[src/design/mic_pkg.sv]
// Purpose: Constants and types for the maskable interrupt flag controller
// Assumes: 16-bit register port, single clock domain
// Notes:   Register addresses below are full byte addresses on the peripheral bus
package mic_pkg;
	localparam int          ADDR_W          = 16;
	localparam int          DATA_W          = 16;
	localparam int          NSRC            = 32;
	localparam int          LVL_W           = 3;
	localparam int          VEC_W           = 5;
	localparam logic [15:0] AUX_FLAGS_ADDR  = 16'h42e0;
	localparam logic [15:0] AUX_EN_ADDR     = 16'h42e2;
	localparam logic [15:0] PRI_FLAGS_ADDR  = 16'h4300;
	localparam logic [15:0] PRI_EN_ADDR     = 16'h4302;
	localparam logic [15:0] CTRL_ADDR       = 16'h4304;
	localparam logic [15:0] LVL_BASE_ADDR   = 16'h4320;
	localparam logic [15:0] IRQ_STAT_ADDR   = 16'h4340;
	localparam logic [15:0] IRQ_MASK_ADDR   = 16'h4342;
	localparam logic [15:0] PORT_MODE_ADDR  = 16'h4344;
	localparam int          LVL_REGS        = 16;
	localparam int          ENABLE_BIT      = 0;
	localparam logic [15:0] PRI_VALID       = 16'hdfff;
	localparam logic [15:0] AUX_VALID       = 16'h75fd;
	localparam logic [15:0] PORT_MASK       = 16'h00ff;
	localparam logic [15:0] ZERO16          = 16'h0000;
	localparam logic [2:0]  LVL_RESET       = 3'h0;
	localparam int          LVL_HI_LSB      = 8;
	localparam logic [4:0]  AUX_VEC_BASE    = 5'h10;
	localparam int          STAT_SET_BIT    = 0;
	localparam int          STAT_LOST_BIT   = 1;

	typedef struct packed {
		logic              valid;
		logic [LVL_W-1:0]  level;
		logic [VEC_W-1:0]  vector;
	} mic_req_type;

	typedef struct packed {
		logic              wr;
		logic              rd;
		logic [ADDR_W-1:0] addr;
		logic [DATA_W-1:0] wdata;
	} mic_bus_type;
endpackage : mic_pkg

[src/design/mic_controller.sv]
// Purpose: Maskable interrupt flag latching, enable, level and forwarding
// Assumes: Request lines come from logic on clock_in; plain register port
// Notes:   Flags are stored as two 16-bit registers, joined as one 32-bit vector, primary low, auxiliary high
//
// What this block does
// Controller enable bit gates flag setting only
// Enable low: flags never set on requests
// Peripheral request sets its assigned flag
// Set flag holds until cleared
// Flags readable at two status addresses
// Primary: i2c master, spi0, uart bits
// Primary: four clock timer underflows D11-D8
// Primary: port inputs on D0 to D7
// Auxiliary: remote, i2c slave, spi1 bits
// Auxiliary: 8-bit timers, shared D6 D5
// Auxiliary: rtc, adc, multi-function timer bits
// Set enabled flag forwards request, level, vector
// Write one clears flag, except level ports
// Handler software clears serviced flag
// Level port flags follow source deassertion
// Flag setting ignores per-source enables
// Per-source enable, reset disabled
// Per-source programmable level zero to seven
// Highest level wins, lowest index tie
`timescale 1ns/1ps
module mic_controller (
	// Clock and reset
	input  wire logic                       clock_in,
	input  wire logic                       rst_in,
	// Register port
	input  wire mic_pkg::mic_bus_type       bus_in,
	output logic [mic_pkg::DATA_W-1:0]      rdata_out,
	// Peripheral requests
	input  wire logic [15:0]                pri_req_in,
	input  wire logic [15:0]                aux_req_in,
	// Core side
	output mic_pkg::mic_req_type            core_req_out,
	output logic                            irq_out
);
	typedef struct packed {
		logic [15:0]                 pri_flags;
		logic [15:0]                 aux_flags;
		logic [15:0]                 pri_en;
		logic [15:0]                 aux_en;
		logic [15:0]                 ctrl;
		logic [15:0]                 port_level;
		logic [mic_pkg::NSRC*3-1:0]  levels;
		logic [1:0]                  stat;
		logic [1:0]                  mask;
		logic [15:0]                 rdata;
		mic_pkg::mic_req_type        req;
	} mic_state_type;

	mic_state_type st;
	mic_state_type next_st;

	function automatic logic [2:0] lvl_of(input logic [mic_pkg::NSRC*3-1:0] l, input int i);
		lvl_of = l[i*3 +: 3];
	endfunction : lvl_of

	function automatic logic hit(input logic [15:0] a, input logic [15:0] b);
		hit = (a == b);
	endfunction : hit

	logic [31:0] flags_all;
	logic [31:0] en_all;
	logic [31:0] pend;
	logic        enable;
	logic [15:0] pri_set;
	logic [15:0] aux_set;
	logic [15:0] pri_clr;
	logic [15:0] aux_clr;
	logic [15:0] pri_lvl_drop;
	mic_pkg::mic_req_type best;
	logic [3:0]  lidx;

	assign enable    = st.ctrl[mic_pkg::ENABLE_BIT];
	assign flags_all = {st.aux_flags, st.pri_flags};
	assign en_all    = {st.aux_en, st.pri_en};
	assign pend      = flags_all & en_all;
	assign lidx      = bus_in.addr[4:1];

	always_comb begin
		best = '0;
		for (int i = 0; i < mic_pkg::NSRC; i++) begin
			if (pend[i] && (!best.valid || lvl_of(st.levels, i) > best.level)) begin
				best.valid  = 1'b1;
				best.level  = lvl_of(st.levels, i);
				best.vector = i[4:0];
			end
		end
	end

	always_comb begin
		// Sets only when enabled; independent of per-source enables
		pri_set = enable ? (pri_req_in & mic_pkg::PRI_VALID) : mic_pkg::ZERO16;
		aux_set = enable ? (aux_req_in & mic_pkg::AUX_VALID) : mic_pkg::ZERO16;
		pri_clr = mic_pkg::ZERO16;
		aux_clr = mic_pkg::ZERO16;
		if (bus_in.wr && hit(bus_in.addr, mic_pkg::PRI_FLAGS_ADDR)) begin
			pri_clr = bus_in.wdata & ~(st.port_level & mic_pkg::PORT_MASK);
		end
		if (bus_in.wr && hit(bus_in.addr, mic_pkg::AUX_FLAGS_ADDR)) begin
			aux_clr = bus_in.wdata;
		end
		// Level port flags drop when the source negates
		pri_lvl_drop = st.port_level & mic_pkg::PORT_MASK & ~pri_req_in;
	end

	always_comb begin
		next_st = st;
		// Set wins over clear
		next_st.pri_flags = ((st.pri_flags & ~pri_clr & ~pri_lvl_drop) | pri_set)
			& mic_pkg::PRI_VALID;
		next_st.aux_flags = ((st.aux_flags & ~aux_clr) | aux_set) & mic_pkg::AUX_VALID;
		next_st.stat = st.stat;
		if (bus_in.wr && hit(bus_in.addr, mic_pkg::IRQ_STAT_ADDR)) begin
			next_st.stat = st.stat & ~bus_in.wdata[1:0];
		end
		if (best.valid && !st.req.valid) begin
			next_st.stat[mic_pkg::STAT_SET_BIT] = 1'b1;
		end
		if (!enable && ((pri_req_in & mic_pkg::PRI_VALID) != mic_pkg::ZERO16)) begin
			next_st.stat[mic_pkg::STAT_LOST_BIT] = 1'b1;
		end
		if (bus_in.wr) begin
			unique case (1'b1)
				hit(bus_in.addr, mic_pkg::PRI_EN_ADDR):   next_st.pri_en = bus_in.wdata;
				hit(bus_in.addr, mic_pkg::AUX_EN_ADDR):   next_st.aux_en = bus_in.wdata;
				hit(bus_in.addr, mic_pkg::CTRL_ADDR):     next_st.ctrl = bus_in.wdata
					& 16'h0001;
				hit(bus_in.addr, mic_pkg::IRQ_MASK_ADDR): next_st.mask = bus_in.wdata[1:0];
				hit(bus_in.addr, mic_pkg::PORT_MODE_ADDR): next_st.port_level = bus_in.wdata
					& mic_pkg::PORT_MASK;
				default: begin
					if (bus_in.addr[15:5] == mic_pkg::LVL_BASE_ADDR[15:5]) begin
						next_st.levels[{lidx, 1'b0} * 3 +: 3] = bus_in.wdata[2:0];
						next_st.levels[{lidx, 1'b1} * 3 +: 3] =
							bus_in.wdata[mic_pkg::LVL_HI_LSB +: 3];
					end
				end
			endcase
		end
		next_st.rdata = mic_pkg::ZERO16;
		if (bus_in.rd) begin
			unique case (1'b1)
				hit(bus_in.addr, mic_pkg::PRI_FLAGS_ADDR): next_st.rdata = st.pri_flags;
				hit(bus_in.addr, mic_pkg::AUX_FLAGS_ADDR): next_st.rdata = st.aux_flags;
				hit(bus_in.addr, mic_pkg::PRI_EN_ADDR):    next_st.rdata = st.pri_en;
				hit(bus_in.addr, mic_pkg::AUX_EN_ADDR):    next_st.rdata = st.aux_en;
				hit(bus_in.addr, mic_pkg::CTRL_ADDR):      next_st.rdata = st.ctrl;
				hit(bus_in.addr, mic_pkg::IRQ_STAT_ADDR):  next_st.rdata = {14'h0000, st.stat};
				hit(bus_in.addr, mic_pkg::IRQ_MASK_ADDR):  next_st.rdata = {14'h0000, st.mask};
				hit(bus_in.addr, mic_pkg::PORT_MODE_ADDR): next_st.rdata = st.port_level;
				default: begin
					if (bus_in.addr[15:5] == mic_pkg::LVL_BASE_ADDR[15:5]) begin
						next_st.rdata = {5'h00, st.levels[{lidx, 1'b1} * 3 +: 3],
							5'h00, st.levels[{lidx, 1'b0} * 3 +: 3]};
					end
				end
			endcase
		end
		next_st.req = best;
	end

	always_ff @(posedge clock_in) begin
		if (rst_in) begin
			st <= '0;
		end else begin
			st <= next_st;
		end
	end

	assign rdata_out    = st.rdata;
	assign core_req_out = st.req;
	assign irq_out      = |(st.stat & st.mask);

	set_disabled_a: assert property (@(posedge clock_in) disable iff (rst_in)
		!enable |=> (st.pri_flags & ~$past(st.pri_flags)) == 16'h0000)
		else $error("flag set while controller disabled");
	flag_set_a: assert property (@(posedge clock_in) disable iff (rst_in)
		enable && pri_req_in[15] |=> st.pri_flags[15])
		else $error("request did not set flag");
	flag_hold_a: assert property (@(posedge clock_in) disable iff (rst_in)
		st.aux_flags[4] && !(bus_in.wr && bus_in.addr == mic_pkg::AUX_FLAGS_ADDR)
		|=> st.aux_flags[4])
		else $error("flag dropped without clear");
	w1c_clear_a: assert property (@(posedge clock_in) disable iff (rst_in)
		bus_in.wr && bus_in.addr == mic_pkg::AUX_FLAGS_ADDR && bus_in.wdata[3]
		&& !(enable && aux_req_in[3]) |=> !st.aux_flags[3])
		else $error("write one did not clear flag");
	level_keep_a: assert property (@(posedge clock_in) disable iff (rst_in)
		st.port_level[0] && pri_req_in[0] && enable |=> st.pri_flags[0])
		else $error("level port flag cleared while asserted");
	fwd_req_a: assert property (@(posedge clock_in) disable iff (rst_in)
		pend != 32'h0 |=> core_req_out.valid)
		else $error("pending flag not forwarded");
	fwd_none_a: assert property (@(posedge clock_in) disable iff (rst_in)
		pend == 32'h0 |=> !core_req_out.valid)
		else $error("request without enabled flag");
	read_flags_a: assert property (@(posedge clock_in) disable iff (rst_in)
		bus_in.rd && bus_in.addr == mic_pkg::PRI_FLAGS_ADDR |=> rdata_out == $past(st.pri_flags))
		else $error("flag read mismatch");
	best_level_a: assert property (@(posedge clock_in) disable iff (rst_in)
		core_req_out.valid |-> core_req_out.level == lvl_of(st.levels, core_req_out.vector)
		|| $changed(st.levels))
		else $error("forwarded level mismatch");

	aux_off_a: assert property (@(posedge clock_in) disable iff (rst_in)
		!enable |=> (st.aux_flags & ~$past(st.aux_flags)) == 16'h0000)
		else $error("aux flag set while controller disabled");

	pri_reserved_a: assert property (@(posedge clock_in) disable iff (rst_in)
		!st.pri_flags[13])
		else $error("reserved primary bit set");

	aux_reserved_a: assert property (@(posedge clock_in) disable iff (rst_in)
		(st.aux_flags & ~mic_pkg::AUX_VALID) == 16'h0000)
		else $error("reserved aux bit set");

	spi0_map_a: assert property (@(posedge clock_in) disable iff (rst_in)
		enable && pri_req_in[14] |=> st.pri_flags[14])
		else $error("spi0 request not latched");

	uart_map_a: assert property (@(posedge clock_in) disable iff (rst_in)
		enable && pri_req_in[12] |=> st.pri_flags[12])
		else $error("uart request not latched");

	timer_hi_map_a: assert property (@(posedge clock_in) disable iff (rst_in)
		enable && pri_req_in[11] |=> st.pri_flags[11])
		else $error("clock timer request not latched");

	timer_lo_map_a: assert property (@(posedge clock_in) disable iff (rst_in)
		enable && pri_req_in[8] |=> st.pri_flags[8])
		else $error("clock timer request not latched");

	port_map_a: assert property (@(posedge clock_in) disable iff (rst_in)
		enable && pri_req_in[7] |=> st.pri_flags[7])
		else $error("port request not latched");

	remote_map_a: assert property (@(posedge clock_in) disable iff (rst_in)
		enable && aux_req_in[14] |=> st.aux_flags[14])
		else $error("remote request not latched");

	slave_bus_map_a: assert property (@(posedge clock_in) disable iff (rst_in)
		enable && aux_req_in[13] |=> st.aux_flags[13])
		else $error("slave bus request not latched");

	slave_xfer_map_a: assert property (@(posedge clock_in) disable iff (rst_in)
		enable && aux_req_in[12] |=> st.aux_flags[12])
		else $error("slave transfer request not latched");

	spi1_map_a: assert property (@(posedge clock_in) disable iff (rst_in)
		enable && aux_req_in[10] |=> st.aux_flags[10])
		else $error("spi1 request not latched");

	timer3_map_a: assert property (@(posedge clock_in) disable iff (rst_in)
		enable && aux_req_in[8] |=> st.aux_flags[8])
		else $error("timer3 request not latched");

	timer2_map_a: assert property (@(posedge clock_in) disable iff (rst_in)
		enable && aux_req_in[7] |=> st.aux_flags[7])
		else $error("timer2 request not latched");

	shared1_map_a: assert property (@(posedge clock_in) disable iff (rst_in)
		enable && aux_req_in[6] |=> st.aux_flags[6])
		else $error("shared timer1 request not latched");

	shared0_map_a: assert property (@(posedge clock_in) disable iff (rst_in)
		enable && aux_req_in[5] |=> st.aux_flags[5])
		else $error("shared timer0 request not latched");

	rtc_map_a: assert property (@(posedge clock_in) disable iff (rst_in)
		enable && aux_req_in[4] |=> st.aux_flags[4])
		else $error("rtc request not latched");

	adc_end_map_a: assert property (@(posedge clock_in) disable iff (rst_in)
		enable && aux_req_in[3] |=> st.aux_flags[3])
		else $error("adc end request not latched");

	adc_range_map_a: assert property (@(posedge clock_in) disable iff (rst_in)
		enable && aux_req_in[2] |=> st.aux_flags[2])
		else $error("adc range request not latched");

	mft_map_a: assert property (@(posedge clock_in) disable iff (rst_in)
		enable && aux_req_in[0] |=> st.aux_flags[0])
		else $error("multi-function timer request not latched");

	pri_w1c_a: assert property (@(posedge clock_in) disable iff (rst_in)
		bus_in.wr && bus_in.addr == mic_pkg::PRI_FLAGS_ADDR && bus_in.wdata[15]
		&& !(enable && pri_req_in[15]) |=> !st.pri_flags[15])
		else $error("primary write one did not clear flag");

	level_w1c_keep_a: assert property (@(posedge clock_in) disable iff (rst_in)
		bus_in.wr && bus_in.addr == mic_pkg::PRI_FLAGS_ADDR && st.port_level[0]
		&& st.pri_flags[0] && pri_req_in[0] |=> st.pri_flags[0])
		else $error("level port flag cleared by write");

	level_drop_a: assert property (@(posedge clock_in) disable iff (rst_in)
		st.port_level[0] && !pri_req_in[0] |=> !st.pri_flags[0])
		else $error("level port flag kept after negation");

	edge_keep_a: assert property (@(posedge clock_in) disable iff (rst_in)
		!st.port_level[3] && st.pri_flags[3]
		&& !(bus_in.wr && bus_in.addr == mic_pkg::PRI_FLAGS_ADDR) |=> st.pri_flags[3])
		else $error("edge port flag dropped without clear");

	pri_hold_a: assert property (@(posedge clock_in) disable iff (rst_in)
		st.pri_flags[12] && !(bus_in.wr && bus_in.addr == mic_pkg::PRI_FLAGS_ADDR)
		|=> st.pri_flags[12])
		else $error("primary flag dropped without clear");

	aux_hold_a: assert property (@(posedge clock_in) disable iff (rst_in)
		st.aux_flags[10] && !(bus_in.wr && bus_in.addr == mic_pkg::AUX_FLAGS_ADDR)
		|=> st.aux_flags[10])
		else $error("aux flag dropped without clear");

	set_no_enable_a: assert property (@(posedge clock_in) disable iff (rst_in)
		enable && !st.pri_en[9] && pri_req_in[9] |=> st.pri_flags[9])
		else $error("flag set depends on source enable");

	en_reset_a: assert property (@(posedge clock_in) disable iff (rst_in)
		$past(rst_in) |-> st.pri_en == 16'h0000 && st.aux_en == 16'h0000)
		else $error("source enables not cleared by reset");

	ctrl_reset_a: assert property (@(posedge clock_in) disable iff (rst_in)
		$past(rst_in) |-> !enable)
		else $error("controller enabled after reset");

	ctrl_write_a: assert property (@(posedge clock_in) disable iff (rst_in)
		bus_in.wr && bus_in.addr == mic_pkg::CTRL_ADDR |=> enable == $past(bus_in.wdata[0]))
		else $error("enable bit write lost");

	level_write_a: assert property (@(posedge clock_in) disable iff (rst_in)
		bus_in.wr && bus_in.addr == mic_pkg::LVL_BASE_ADDR
		|=> lvl_of(st.levels, 0) == $past(bus_in.wdata[2:0]))
		else $error("lower level slot write lost");

	level_upper_a: assert property (@(posedge clock_in) disable iff (rst_in)
		bus_in.wr && bus_in.addr == mic_pkg::LVL_BASE_ADDR
		|=> lvl_of(st.levels, 1) == $past(bus_in.wdata[10:8]))
		else $error("upper level slot write lost");

	prio_pick_a: assert property (@(posedge clock_in) disable iff (rst_in)
		$past(pend[0] && pend[15]) && lvl_of(st.levels, 15) > lvl_of(st.levels, 0)
		&& $stable(st.levels) |-> core_req_out.vector != 5'h00)
		else $error("lower level source forwarded");

	vec_pending_a: assert property (@(posedge clock_in) disable iff (rst_in)
		core_req_out.valid |-> (($past(pend) >> core_req_out.vector) & 32'h1) != 32'h0)
		else $error("forwarded vector not pending");

	req_idle_a: assert property (@(posedge clock_in) disable iff (rst_in)
		!core_req_out.valid |-> core_req_out.level == 3'h0 && core_req_out.vector == 5'h00)
		else $error("idle request carries data");

	stat_new_a: assert property (@(posedge clock_in) disable iff (rst_in)
		best.valid && !st.req.valid |=> st.stat[mic_pkg::STAT_SET_BIT])
		else $error("new request not recorded");

	lost_flag_a: assert property (@(posedge clock_in) disable iff (rst_in)
		!enable && pri_req_in[15] |=> st.stat[mic_pkg::STAT_LOST_BIT])
		else $error("lost request not recorded");

	stat_clear_a: assert property (@(posedge clock_in) disable iff (rst_in)
		bus_in.wr && bus_in.addr == mic_pkg::IRQ_STAT_ADDR && bus_in.wdata[1] && enable
		|=> !st.stat[mic_pkg::STAT_LOST_BIT])
		else $error("lost status not cleared");

	rdata_idle_a: assert property (@(posedge clock_in) disable iff (rst_in)
		!$past(bus_in.rd) |-> rdata_out == 16'h0000)
		else $error("read data outside read slot");

	read_aux_a: assert property (@(posedge clock_in) disable iff (rst_in)
		bus_in.rd && bus_in.addr == mic_pkg::AUX_FLAGS_ADDR
		|=> rdata_out == $past(st.aux_flags))
		else $error("aux flag read mismatch");

	unmapped_read_a: assert property (@(posedge clock_in) disable iff (rst_in)
		bus_in.rd && bus_in.addr == 16'h4000 |=> rdata_out == 16'h0000)
		else $error("unmapped read not zero");

	mask_write_a: assert property (@(posedge clock_in) disable iff (rst_in)
		bus_in.wr && bus_in.addr == mic_pkg::IRQ_MASK_ADDR
		|=> st.mask == $past(bus_in.wdata[1:0]))
		else $error("mask write lost");

	en_write_a: assert property (@(posedge clock_in) disable iff (rst_in)
		bus_in.wr && bus_in.addr == mic_pkg::PRI_EN_ADDR |=> st.pri_en == $past(bus_in.wdata))
		else $error("source enable write lost");
endmodule : mic_controller

[config.mk]
export PLATFORM = sky130hd
export DESIGN_NAME = mic_controller
export DESIGN_NICKNAME = d
export VERILOG_FILES = /design/src/design/mic_pkg.sv /design/src/design/mic_controller.sv
export SDC_FILE = /design/constraint.sdc
export NUM_CORES = 1
export LEC_CHECK = 0
export BUFFER_PORTS_ARGS = -buffer_cell sky130_fd_sc_hd__buf_4
export CELL_PAD_IN_SITES_DETAIL_PLACEMENT = 1
export CELL_PAD_IN_SITES_GLOBAL_PLACEMENT = 2
export CORE_MARGIN = 2
export CORE_UTILIZATION = 30
export CTS_BUF_LIST = sky130_fd_sc_hd__clkbuf_4 sky130_fd_sc_hd__clkbuf_8
export DETAILED_ROUTE_END_ITERATION = 12
export PLACE_DENSITY = 0.8
export SLEW_MARGIN = 5
export SYNTH_ARGS = -nofsm -noshare
export SYNTH_HDL_FRONTEND = slang
export SYNTH_SLANG_ARGS = --single-unit
export TNS_END_PERCENT = 30
[constraint.sdc]
create_clock -name clock_in -period 52.5 [get_ports clock_in]
set_input_delay 5.25 -clock clock_in [delete_from_list [all_inputs] [get_ports clock_in]]
set_output_delay 5.25 -clock clock_in [all_outputs]
set_load 0.01 [all_outputs]
==> reports/summary.log, run 1 <==
[timing] slew at the pin closest to its max-slew limit 1.25 ns
[synthesis] Mapped Area 0.0149 mm²
[route] Total Routed Length 72400 µm
[placed_design] Placement Setup Slack 9.00 ns
[synthesis] mean instance size in the synthesized netlist 7.44 µm²
[route] met2 wire length 32400 µm
[synthesis] asr flop ratio synth 0
[route] antenna-violating nets left 0
[timing] RSZ-0062 raised after global routing no
[cells_and_area] net count reported at finish 2158
[timing] final sum of negative setup slack 0 ns
[timing] final cycle utilization of the critical path 0.844
[synthesis] Post-synth EDFFs 0
[clocking] clock tree sinks 193
[floorplanning] chip width 227 µm
[synthesis] nets in the synthesized netlist 2148
[timing] number of failing setup endpoints in the final timing report 0
[worst_setup_path] Crit path arrival time 44.80 ns
[placed_design] post-DP HPWL 55100 µm
[route] Routed met1 length 31100 µm
[global_routing] overall global routing resource usage 0.282
[hold_path] class of the tightest hold or removal check flip-flop to flip-flop
[clocking] Hold-fix buffers, CTS 0
[floorplanning] row count 81
[worst_setup_path] Crit Path Category flip-flop to flip-flop
[clocking] clock transition at the registers of the reported paths 0.12 ns
[synthesis] cells after synthesis 2008
[route] routed length per instance 26.9 µm
[worst_setup_path] most frequent CP cell sky130_fd_sc_hd__ha_1
[placed_design] Port Buffers 88
[clocking] number of cells upsized or downsized after cts 0
[route] total number of vias 16540
[clocking] TritonCTS clock tree done
[placed_design] routability congestion estimate from global placement 0.984
[clocking] Inserted Clock Buffers 17
[timing] clock skew 0.0242 ns
[worst_setup_path] critical path data required time 52.97 ns
[cells_and_area] Antenna Diode Count 0
[global_routing] antenna violations before repair 1
[cells_and_area] post-layout instance area 0.0165 mm²
[clocking] worst skew pair latency 0.60 ns
[route] highest routed layer met4
[worst_setup_path] critical path's largest stage delay 1.06 ns
[synthesis] unique cell type count in the Yosys netlist 98
[timing] final setup slack of the worst path 8.16 ns
[power] Cell Pwr Density 18.4 mW/mm²
[clocking] setup fix buffers added after clock tree synthesis 0
[synthesis] total number of yosys warnings 0
[clocking] CTS Root Cell sky130_fd_sc_hd__clkbuf_8
[synthesis] most numerous cell types in the synthesized netlist sky130_fd_sc_hd__nand2_1, sky130_fd_sc_hd__a21oi_1, sky130_fd_sc_hd__nor2_1, sky130_fd_sc_hd__dfxtp_1, sky130_fd_sc_hd__nand3_1
[timing] timing-limited maximum frequency 0.0226 GHz
[power] Worst VDD drop 0.0210 mV
[floorplanning] die area 0.0516 mm²
[floorplanning] initial cell density of the core 0.305
[route] count of unresolved DRC violations after routing 0
[cells_and_area] area growth from synthesis to layout 10.1%
[global_routing] aggregate global routing overflow 0
[global_routing] pin count of the biggest net entering global routing 93
[worst_setup_path] endpoint kind of the worst setup timing path flip-flop
[route] amount of wire on met3 after detailed routing 4850 µm
[synthesis] leading cell types by total area after synthesis sky130_fd_sc_hd__dfxtp_1, sky130_fd_sc_hd__nand2_1, sky130_fd_sc_hd__a21oi_1, sky130_fd_sc_hd__ha_1, sky130_fd_sc_hd__nor2_1
[timing] Relative slew margins 0.165
[synthesis] top cell type's share of synthesized area 0.258
[timing] shortest period the worst path allows 44.34 ns
[floorplanning] boundary pin count 94
[global_routing] number of global-route vias before repair 16635
[worst_setup_path] Worst path slowest cell sky130_fd_sc_hd__o21bai_1
[synthesis] portion of the post-synthesis area used by sequential elements 0.258
[global_routing] wire length of the first global-routing pass 107000 µm
[synthesis] number of register bits inferred by synthesis 193
[outcome] outcome finished, final reports clean
[synthesis] most numerous cell in the Yosys netlist sky130_fd_sc_hd__nand2_1
[synthesis] most instantiated flip-flop cell in the synthesis netlist sky130_fd_sc_hd__dfxtp_1
[run] number of max-cap violations 0
[worst_setup_path] top fanout value on the critical path 11
[route] number of vias per cell after detailed routing 6.14
[clocking] maximum root-to-sink buffer count 2
[power] cell leakage power 5.76 nW
[floorplanning] total core area 0.0491 mm²
[clocking] H-tree level count 4
[route] DRC marker count from the first detailed-route iteration 1588
[route] total iterations of the first detailed-routing run 8
[worst_setup_path] kind of start point of the critical path flip-flop
[floorplanning] Die Height 227 µm
[timing] Max Transition Viols Final 0
[synthesis] most area-hungry cell type in the Yosys netlist sky130_fd_sc_hd__dfxtp_1
[timing] number of failing hold endpoints at the final stage 0
[cells_and_area] share of layout cells above drive strength 1 0.113
[placed_design] DP Area 0.0161 mm²
==> metal layers <==
metal | global-route usage | vias to the layer above
met5 | 0 | -
met4 | 0.154 | 0
met3 | 0.0511 | 176
met2 | 0.448 | 664
met1 | 0.360 | 8250
li1 | - | 7450
==> where the power goes <==
group / switching, mW / internal [mW]
logic: 0.0372 / 0.0105
registers: 0.0000335 / 0.146
clock network: 0.0655 / 0.0434
==> worst max-delay path: cells and delay by family (launching register included) <==
kind            cells  cell delay (ns)
compound gates     82            19.93
simple gates       50             9.51
fa+ha+maj          29             8.77
mux                14             4.66
buf+inv             7             0.68
flops               1             0.55
==> placed cells by master, fill, tap and decap left out, types with 14 or more instances in the layout <==
cell,n
sky130_fd_sc_hd__a211oi_1,18
sky130_fd_sc_hd__a21o_1,26
sky130_fd_sc_hd__a21oi_1,217
sky130_fd_sc_hd__a222oi_1,14
sky130_fd_sc_hd__a22oi_1,40
sky130_fd_sc_hd__a31oi_1,38
sky130_fd_sc_hd__and2_1,32
sky130_fd_sc_hd__and3_1,27
sky130_fd_sc_hd__buf_4,111
sky130_fd_sc_hd__clkbuf_8,17
sky130_fd_sc_hd__dfxtp_1,193
sky130_fd_sc_hd__ha_1,71
sky130_fd_sc_hd__inv_1,78
sky130_fd_sc_hd__mux2_2,14
sky130_fd_sc_hd__mux2i_1,21
sky130_fd_sc_hd__mux4_2,30
sky130_fd_sc_hd__nand2_1,292
sky130_fd_sc_hd__nand2b_1,14
sky130_fd_sc_hd__nand3_1,94
sky130_fd_sc_hd__nand4_1,16
sky130_fd_sc_hd__nor2_1,213
sky130_fd_sc_hd__nor2b_1,16
sky130_fd_sc_hd__nor3_1,41
sky130_fd_sc_hd__o21ai_0,92
sky130_fd_sc_hd__o22ai_1,18
==> flip-flops by register name, summed over array words and instances, names as in the netlist <==
signal and count:
enable 1, core_req_out 9, en_all 32, rdata_out 16, st 108, flags_all 27
==> worst paths after layout <==
| check | start | endpoint | slack (ns) | depth (start not counted) |
|---|---|---|---|---|
| worst max-delay path | flags_all[0]$_SDFF_PP0_ | core_req_out[5]$_SDFF_PP0_ | 8.16 | 182 |
| worst min-delay path | en_all[13]$_SDFFE_PP0P_ | en_all[13]$_SDFFE_PP0P_ | 0.47 | 2 |
| worst max register to register | flags_all[0]$_SDFF_PP0_ | core_req_out[5]$_SDFF_PP0_ | 8.16 | 182 |
| worst min register to register | en_all[13]$_SDFFE_PP0P_ | en_all[13]$_SDFFE_PP0P_ | 0.47 | 2 |
==> metrics by stage <==
step           cells  power (mW)  hold slack, ns   util
3_5_place_dp    2663       0.196           0.452  0.328
2_1_floorplan   2008       0.172           0.427      -
4_1_cts         2694       0.302           0.471  0.336
3_3_place_gp    2663       0.196           0.441  0.328
5_1_grt         2694       0.311           0.499  0.336
6_report        2694       0.303           0.471  0.336
==> cell type report <==
class	count	area, µm²
fill	6085	32600
multi-input combinational	1616	10200
sequential	193	3860
timing repair buffer	111	833
tap	664	831
inverter	79	297
clock buffer	18	241
clock inverter	13	151
==> cells by family after synthesis <==
kind of cell,count (synthesis),share of synthesized area
and+or+nand+nor,816,0.250
AOI/OAI and AO/OA,645,0.290
buffers and inverters,199,0.0573
DFF,193,0.258
adders and majority gates,75,0.0628
muxes,72,0.0762
xor gates and xnor gates,8,0.00469
Note: power is estimated with default switching activity, not from simulation.
==> run 2, diff against run 1 <==
--- a/config.mk
+++ b/config.mk
@@ -5,6 +5,7 @@
 export SDC_FILE = /design/constraint.sdc
 export NUM_CORES = 1
 export LEC_CHECK = 0
+export ABC_AREA = 1
 export BUFFER_PORTS_ARGS = -buffer_cell sky130_fd_sc_hd__buf_4
 export CELL_PAD_IN_SITES_DETAIL_PLACEMENT = 1
 export CELL_PAD_IN_SITES_GLOBAL_PLACEMENT = 2
@@ -12,7 +13,7 @@
 export CORE_UTILIZATION = 30
 export CTS_BUF_LIST = sky130_fd_sc_hd__clkbuf_4 sky130_fd_sc_hd__clkbuf_8
 export DETAILED_ROUTE_END_ITERATION = 12
-export PLACE_DENSITY = 0.8
+export PLACE_DENSITY = 0.85
 export SLEW_MARGIN = 5
 export SYNTH_ARGS = -nofsm -noshare
 export SYNTH_HDL_FRONTEND = slang
==> constraint.sdc (replaced) <==
create_clock -name clock_in -period 44.7 [get_ports clock_in]
set_input_delay 4.47 -clock clock_in [delete_from_list [all_inputs] [get_ports clock_in]]
set_output_delay 4.47 -clock clock_in [all_outputs]
set_load 0.01 [all_outputs]
==> reports/summary.log, run 2 <==
[hold_path] class of the tightest hold or removal check flip-flop to flip-flop
[route] Total Routed Length 70500 µm [-2.6%]
[synthesis] area fraction in compound gates after synthesis 0.239 [-0.0510]
[cells_and_area] highest-count cells in the layout ignoring fill and taps sky130_fd_sc_hd__nand2_1, sky130_fd_sc_hd__inv_1, sky130_fd_sc_hd__o21ai_0
[synthesis] most instantiated flip-flop cell in the synthesis netlist sky130_fd_sc_hd__dfxtp_1
[global_routing] number of global-route vias before repair 16979 [+2.1%]
[timing] clock skew 0.0219 ns [-0.00227 ns]
[global_routing] wire length of the first global-routing pass 106000 µm [-1.3%]
[clocking] CTS Root Cell sky130_fd_sc_hd__clkbuf_8
[synthesis] total number of yosys warnings 0 [unchanged]
[floorplanning] initial cell density of the core 0.305 [about the same]
[cells_and_area] most common library cell in the layout ignoring fill and taps sky130_fd_sc_hd__nand2_1
[synthesis] portion of the post-synthesis area used by sequential elements 0.265 [+0.00659]
[timing] Relative slew margins 0.169 [+0.00445]
[synthesis] most area-hungry cell type in the Yosys netlist sky130_fd_sc_hd__dfxtp_1
[synthesis] asr flop ratio synth 0 [unchanged]
[timing] shortest period the worst path allows 28.57 ns [-15.76 ns]
[synthesis] xor and xnor fraction of the mapped netlist area 0.00180 [-0.00288]
[global_routing] antenna violations before repair 1 [unchanged]
[worst_setup_path] destination of the worst register-to-register timing path core_req_out[3]$_SDFF_PP0_
[floorplanning] Die Height 224 µm [-1.2%]
[timing] Max Transition Viols Final 0 [unchanged]
[timing] final sum of negative setup slack 0 ns [unchanged]
[synthesis] most numerous cell in the Yosys netlist sky130_fd_sc_hd__nand2_1
[timing] timing-limited maximum frequency 0.0350 GHz [+55%]
[floorplanning] row count 80 [-1.2%]
[worst_setup_path] source of the worst register-to-register timing path flags_all[0]$_SDFF_PP0_
[synthesis] combinational family with the most area after synthesis simple AND/OR/NAND/NOR gates
[worst_setup_path] critical path data required time 45.15 ns [-7.82 ns]
[timing] RSZ-0062 raised after global routing no
[floorplanning] chip width 224 µm [-1.2%]
[synthesis] proportion of synthesized area in mux cells 0.000687 [-0.0756]
[route] number of vias per cell after detailed routing 5.56 [-9.5%]
[route] routed length per instance 23.5 µm [-13%]
[clocking] H-tree level count 4 [unchanged]
[synthesis] post-synthesis share of cell area spent on and, or, nand and nor gates 0.299 [+0.0489]
[worst_setup_path] Crit Path Category flip-flop to flip-flop
[worst_setup_path] critical path's largest stage delay 0.41 ns [-0.65 ns]
[synthesis] Mapped Area 0.0146 mm² [-2.5%]
[synthesis] nets in the synthesized netlist 2488 [+16%]
[power] Cell Pwr Density 22.2 mW/mm² [+21%]
[floorplanning] boundary pin count 94 [unchanged]
[timing] smallest hold slack 0.467 ns [-0.00403 ns]
[worst_setup_path] endpoint kind of the worst setup timing path flip-flop
[route] total iterations of the first detailed-routing run 7 [-1]
[clocking] Inserted Clock Buffers 17 [unchanged]
[global_routing] aggregate global routing overflow 0 [unchanged]
[synthesis] unique cell type count in the Yosys netlist 48 [-51%]
[clocking] number of cells upsized or downsized after cts 0 [unchanged]
[hold_path] number of cells on the worst hold path 2 [unchanged]
[floorplanning] die area 0.0504 mm² [-2.4%]
[placed_design] Port Buffers 88 [unchanged]
[clocking] worst skew pair latency 0.55 ns [-0.05 ns]
[clocking] TritonCTS clock tree done
[worst_setup_path] crit path launch flags_all[0]$_SDFF_PP0_
[route] antenna-violating nets left 0 [unchanged]
[route] total number of vias 16698 [+0.96%]
[timing] number of failing setup endpoints in the final timing report 0 [unchanged]
[power] cell leakage power 6.63 nW [+15%]
[placed_design] dpl cells 2973 [+12%]
[clocking] setup fix buffers added after clock tree synthesis 0 [unchanged]
[placed_design] post-DP HPWL 54200 µm [-1.6%]
[cells_and_area] filler cell count 6297 [+3.5%]
[worst_setup_path] most frequent CP cell sky130_fd_sc_hd__nand2_1
[synthesis] leading cell types by total area after synthesis sky130_fd_sc_hd__dfxtp_1, sky130_fd_sc_hd__nand2_1, sky130_fd_sc_hd__inv_1, sky130_fd_sc_hd__o21ai_0, sky130_fd_sc_hd__a21oi_1
[worst_setup_path] kind of start point of the critical path flip-flop
[synthesis] mean instance size in the synthesized netlist 6.21 µm² [-17%]
[synthesis] number of register bits inferred by synthesis 193 [unchanged]
[clocking] maximum root-to-sink buffer count 2 [unchanged]
[run] number of max-cap violations 0 [unchanged]
[cells_and_area] area growth from synthesis to layout 10.4%
[cells_and_area] Most flops, register st
[cells_and_area] max FFs per register 108 [unchanged]
[placed_design] routability congestion estimate from global placement 1.01 [+2.1%]
[worst_setup_path] top fanout value on the critical path 9 [-2]
[cells_and_area] area taken by flip-flops and latches 0.00386 mm² [unchanged]
[power] Worst VDD drop 0.0237 mV [+13%]
[cells_and_area] area of the multi-input gates 0.00880 mm² [-14%]
[synthesis] cells after synthesis 2348 [+17%]
[cells_and_area] share of layout cells above drive strength 1 0.0942 [-0.0186]
[clocking] clock transition at the registers of the reported paths 0.11 ns [about the same]
[timing] slew at the pin closest to its max-slew limit 1.23 ns [-0.0171 ns]
[route] count of unresolved DRC violations after routing 0 [unchanged]
[cells_and_area] fin cells 3005 [+12%]
[global_routing] overall global routing resource usage 0.280 [-0.00143]
[clocking] clock tree sinks 193 [unchanged]
[route] DRC marker count from the first detailed-route iteration 1126 [-29%]
[timing] final cycle utilization of the critical path 0.639 [-0.205]
[synthesis] Post-synth EDFFs 0 [unchanged]
[outcome] outcome finished, final reports clean
[clocking] Hold-fix buffers, CTS 0 [unchanged]
[worst_setup_path] Reg2Reg Depth 245 [+35%]
[floorplanning] total core area 0.0478 mm² [-2.5%]
[synthesis] most numerous cell types in the synthesized netlist sky130_fd_sc_hd__nand2_1, sky130_fd_sc_hd__inv_1, sky130_fd_sc_hd__o21ai_0, sky130_fd_sc_hd__nor2_1, sky130_fd_sc_hd__a21oi_1
[global_routing] pin count of the biggest net entering global routing 73 [-22%]
[synthesis] top cell type's share of synthesized area 0.265 [+0.00659]
[cells_and_area] net count reported at finish 2517 [+17%]
[timing] number of failing hold endpoints at the final stage 0 [unchanged]
[worst_setup_path] reg-to-reg slack, setup 16.13 ns [+7.96 ns]
[synthesis] Synth Area in Adders 0.0623 [-0.000460]
[power] Overall Power 357 µW [+18%]
[worst_setup_path] Crit path arrival time 29.02 ns [-15.78 ns]
[worst_setup_path] Worst path slowest cell sky130_fd_sc_hd__dfxtp_1
[worst_setup_path] timing endpoint of the critical path core_req_out[3]$_SDFF_PP0_
run 2: cell count changes in the layout (fill, tap and decap cells not counted), moves of 16 or more:
cell	change
sky130_fd_sc_hd__nand2_2	+43
sky130_fd_sc_hd__and3_1	-27
sky130_fd_sc_hd__mux4_2	-30
sky130_fd_sc_hd__nand3_1	+71
sky130_fd_sc_hd__nand4_1	+37
sky130_fd_sc_hd__o21ai_0	+165
sky130_fd_sc_hd__nor2b_1	-16
sky130_fd_sc_hd__a22oi_1	-36
sky130_fd_sc_hd__mux2i_1	-20
sky130_fd_sc_hd__a21o_1	-26
sky130_fd_sc_hd__nand2_1	+91
sky130_fd_sc_hd__inv_1	+293
sky130_fd_sc_hd__and2_1	-26
run 2: how the worst min path moves through the flow:
stage | start | end | slack, ns
3_5_place_dp | st[111]$_SDFFE_PP0P_ | st[111]$_SDFFE_PP0P_ | 0.45
5_1_grt | st[111]$_SDFFE_PP0P_ | st[111]$_SDFFE_PP0P_ | 0.50
2_1_floorplan | core_req_out[8]$_SDFF_PP0_ | st[27]$_SDFFE_PP0P_ | 0.43
6_report | st[111]$_SDFFE_PP0P_ | st[111]$_SDFFE_PP0P_ | 0.47
4_1_cts | st[111]$_SDFFE_PP0P_ | st[111]$_SDFFE_PP0P_ | 0.47
3_3_place_gp | st[111]$_SDFFE_PP0P_ | st[111]$_SDFFE_PP0P_ | 0.44
run 2: logic make-up after synthesis:
kind of cell | Yosys count
muxes | 1
and+or+nand+nor | 970
AOI/OAI and AO/OA | 622
buffers and inverters | 487
DFF | 193
adders and majority gates | 72
xor gates and xnor gates | 3
run 2: report_power, final:
group	switching, mW	internal, mW
clock network	0.0788	0.0436
logic	0.0502	0.0127
registers	0.0000403	0.172
run 2: worst max-delay path: cells and delay by family, from the launching register on:
kind,cells,cell delay [ns]
and+or+nand+nor,160,12.94
DFF,1,0.41
buffers and inverters,24,1.34
adders and majority gates,26,8.65
AOI/OAI and AO/OA,35,5.02
run 2: per-layer routing:
layer / vias to the layer above / track usage / wire [µm]
li1: 7908 / - / -
met5: - / 0 / 15
met4: 2 / 0.133 / 3500
met2: 495 / 0.471 / 32800
met1: 8151 / 0.353 / 30700
met3: 142 / 0.0401 / 3380
run 2: final cells by class:
class | count | share of cell area
sequential | 193 | 0.240
inverter | 385 | 0.0898
timing repair buffer | 112 | 0.0522
tap | 615 | 0.0478
antenna | 1 | 0.000155
clock buffer | 19 | 0.0162
multi-input combinational | 1668 | 0.546
clock inverter | 12 | 0.00731
run 2: metrics by stage:
stage / area, µm² / setup WS (ns) / utilization
3_3_place_gp: 15700 / 17.12 / 0.328
2_1_floorplan: 14600 / 20.51 / -
3_5_place_dp: 15700 / 16.21 / 0.328
4_1_cts: 16100 / 16.07 / 0.336
5_1_grt: 16100 / 12.61 / 0.336
6_report: 16100 / 16.13 / 0.336
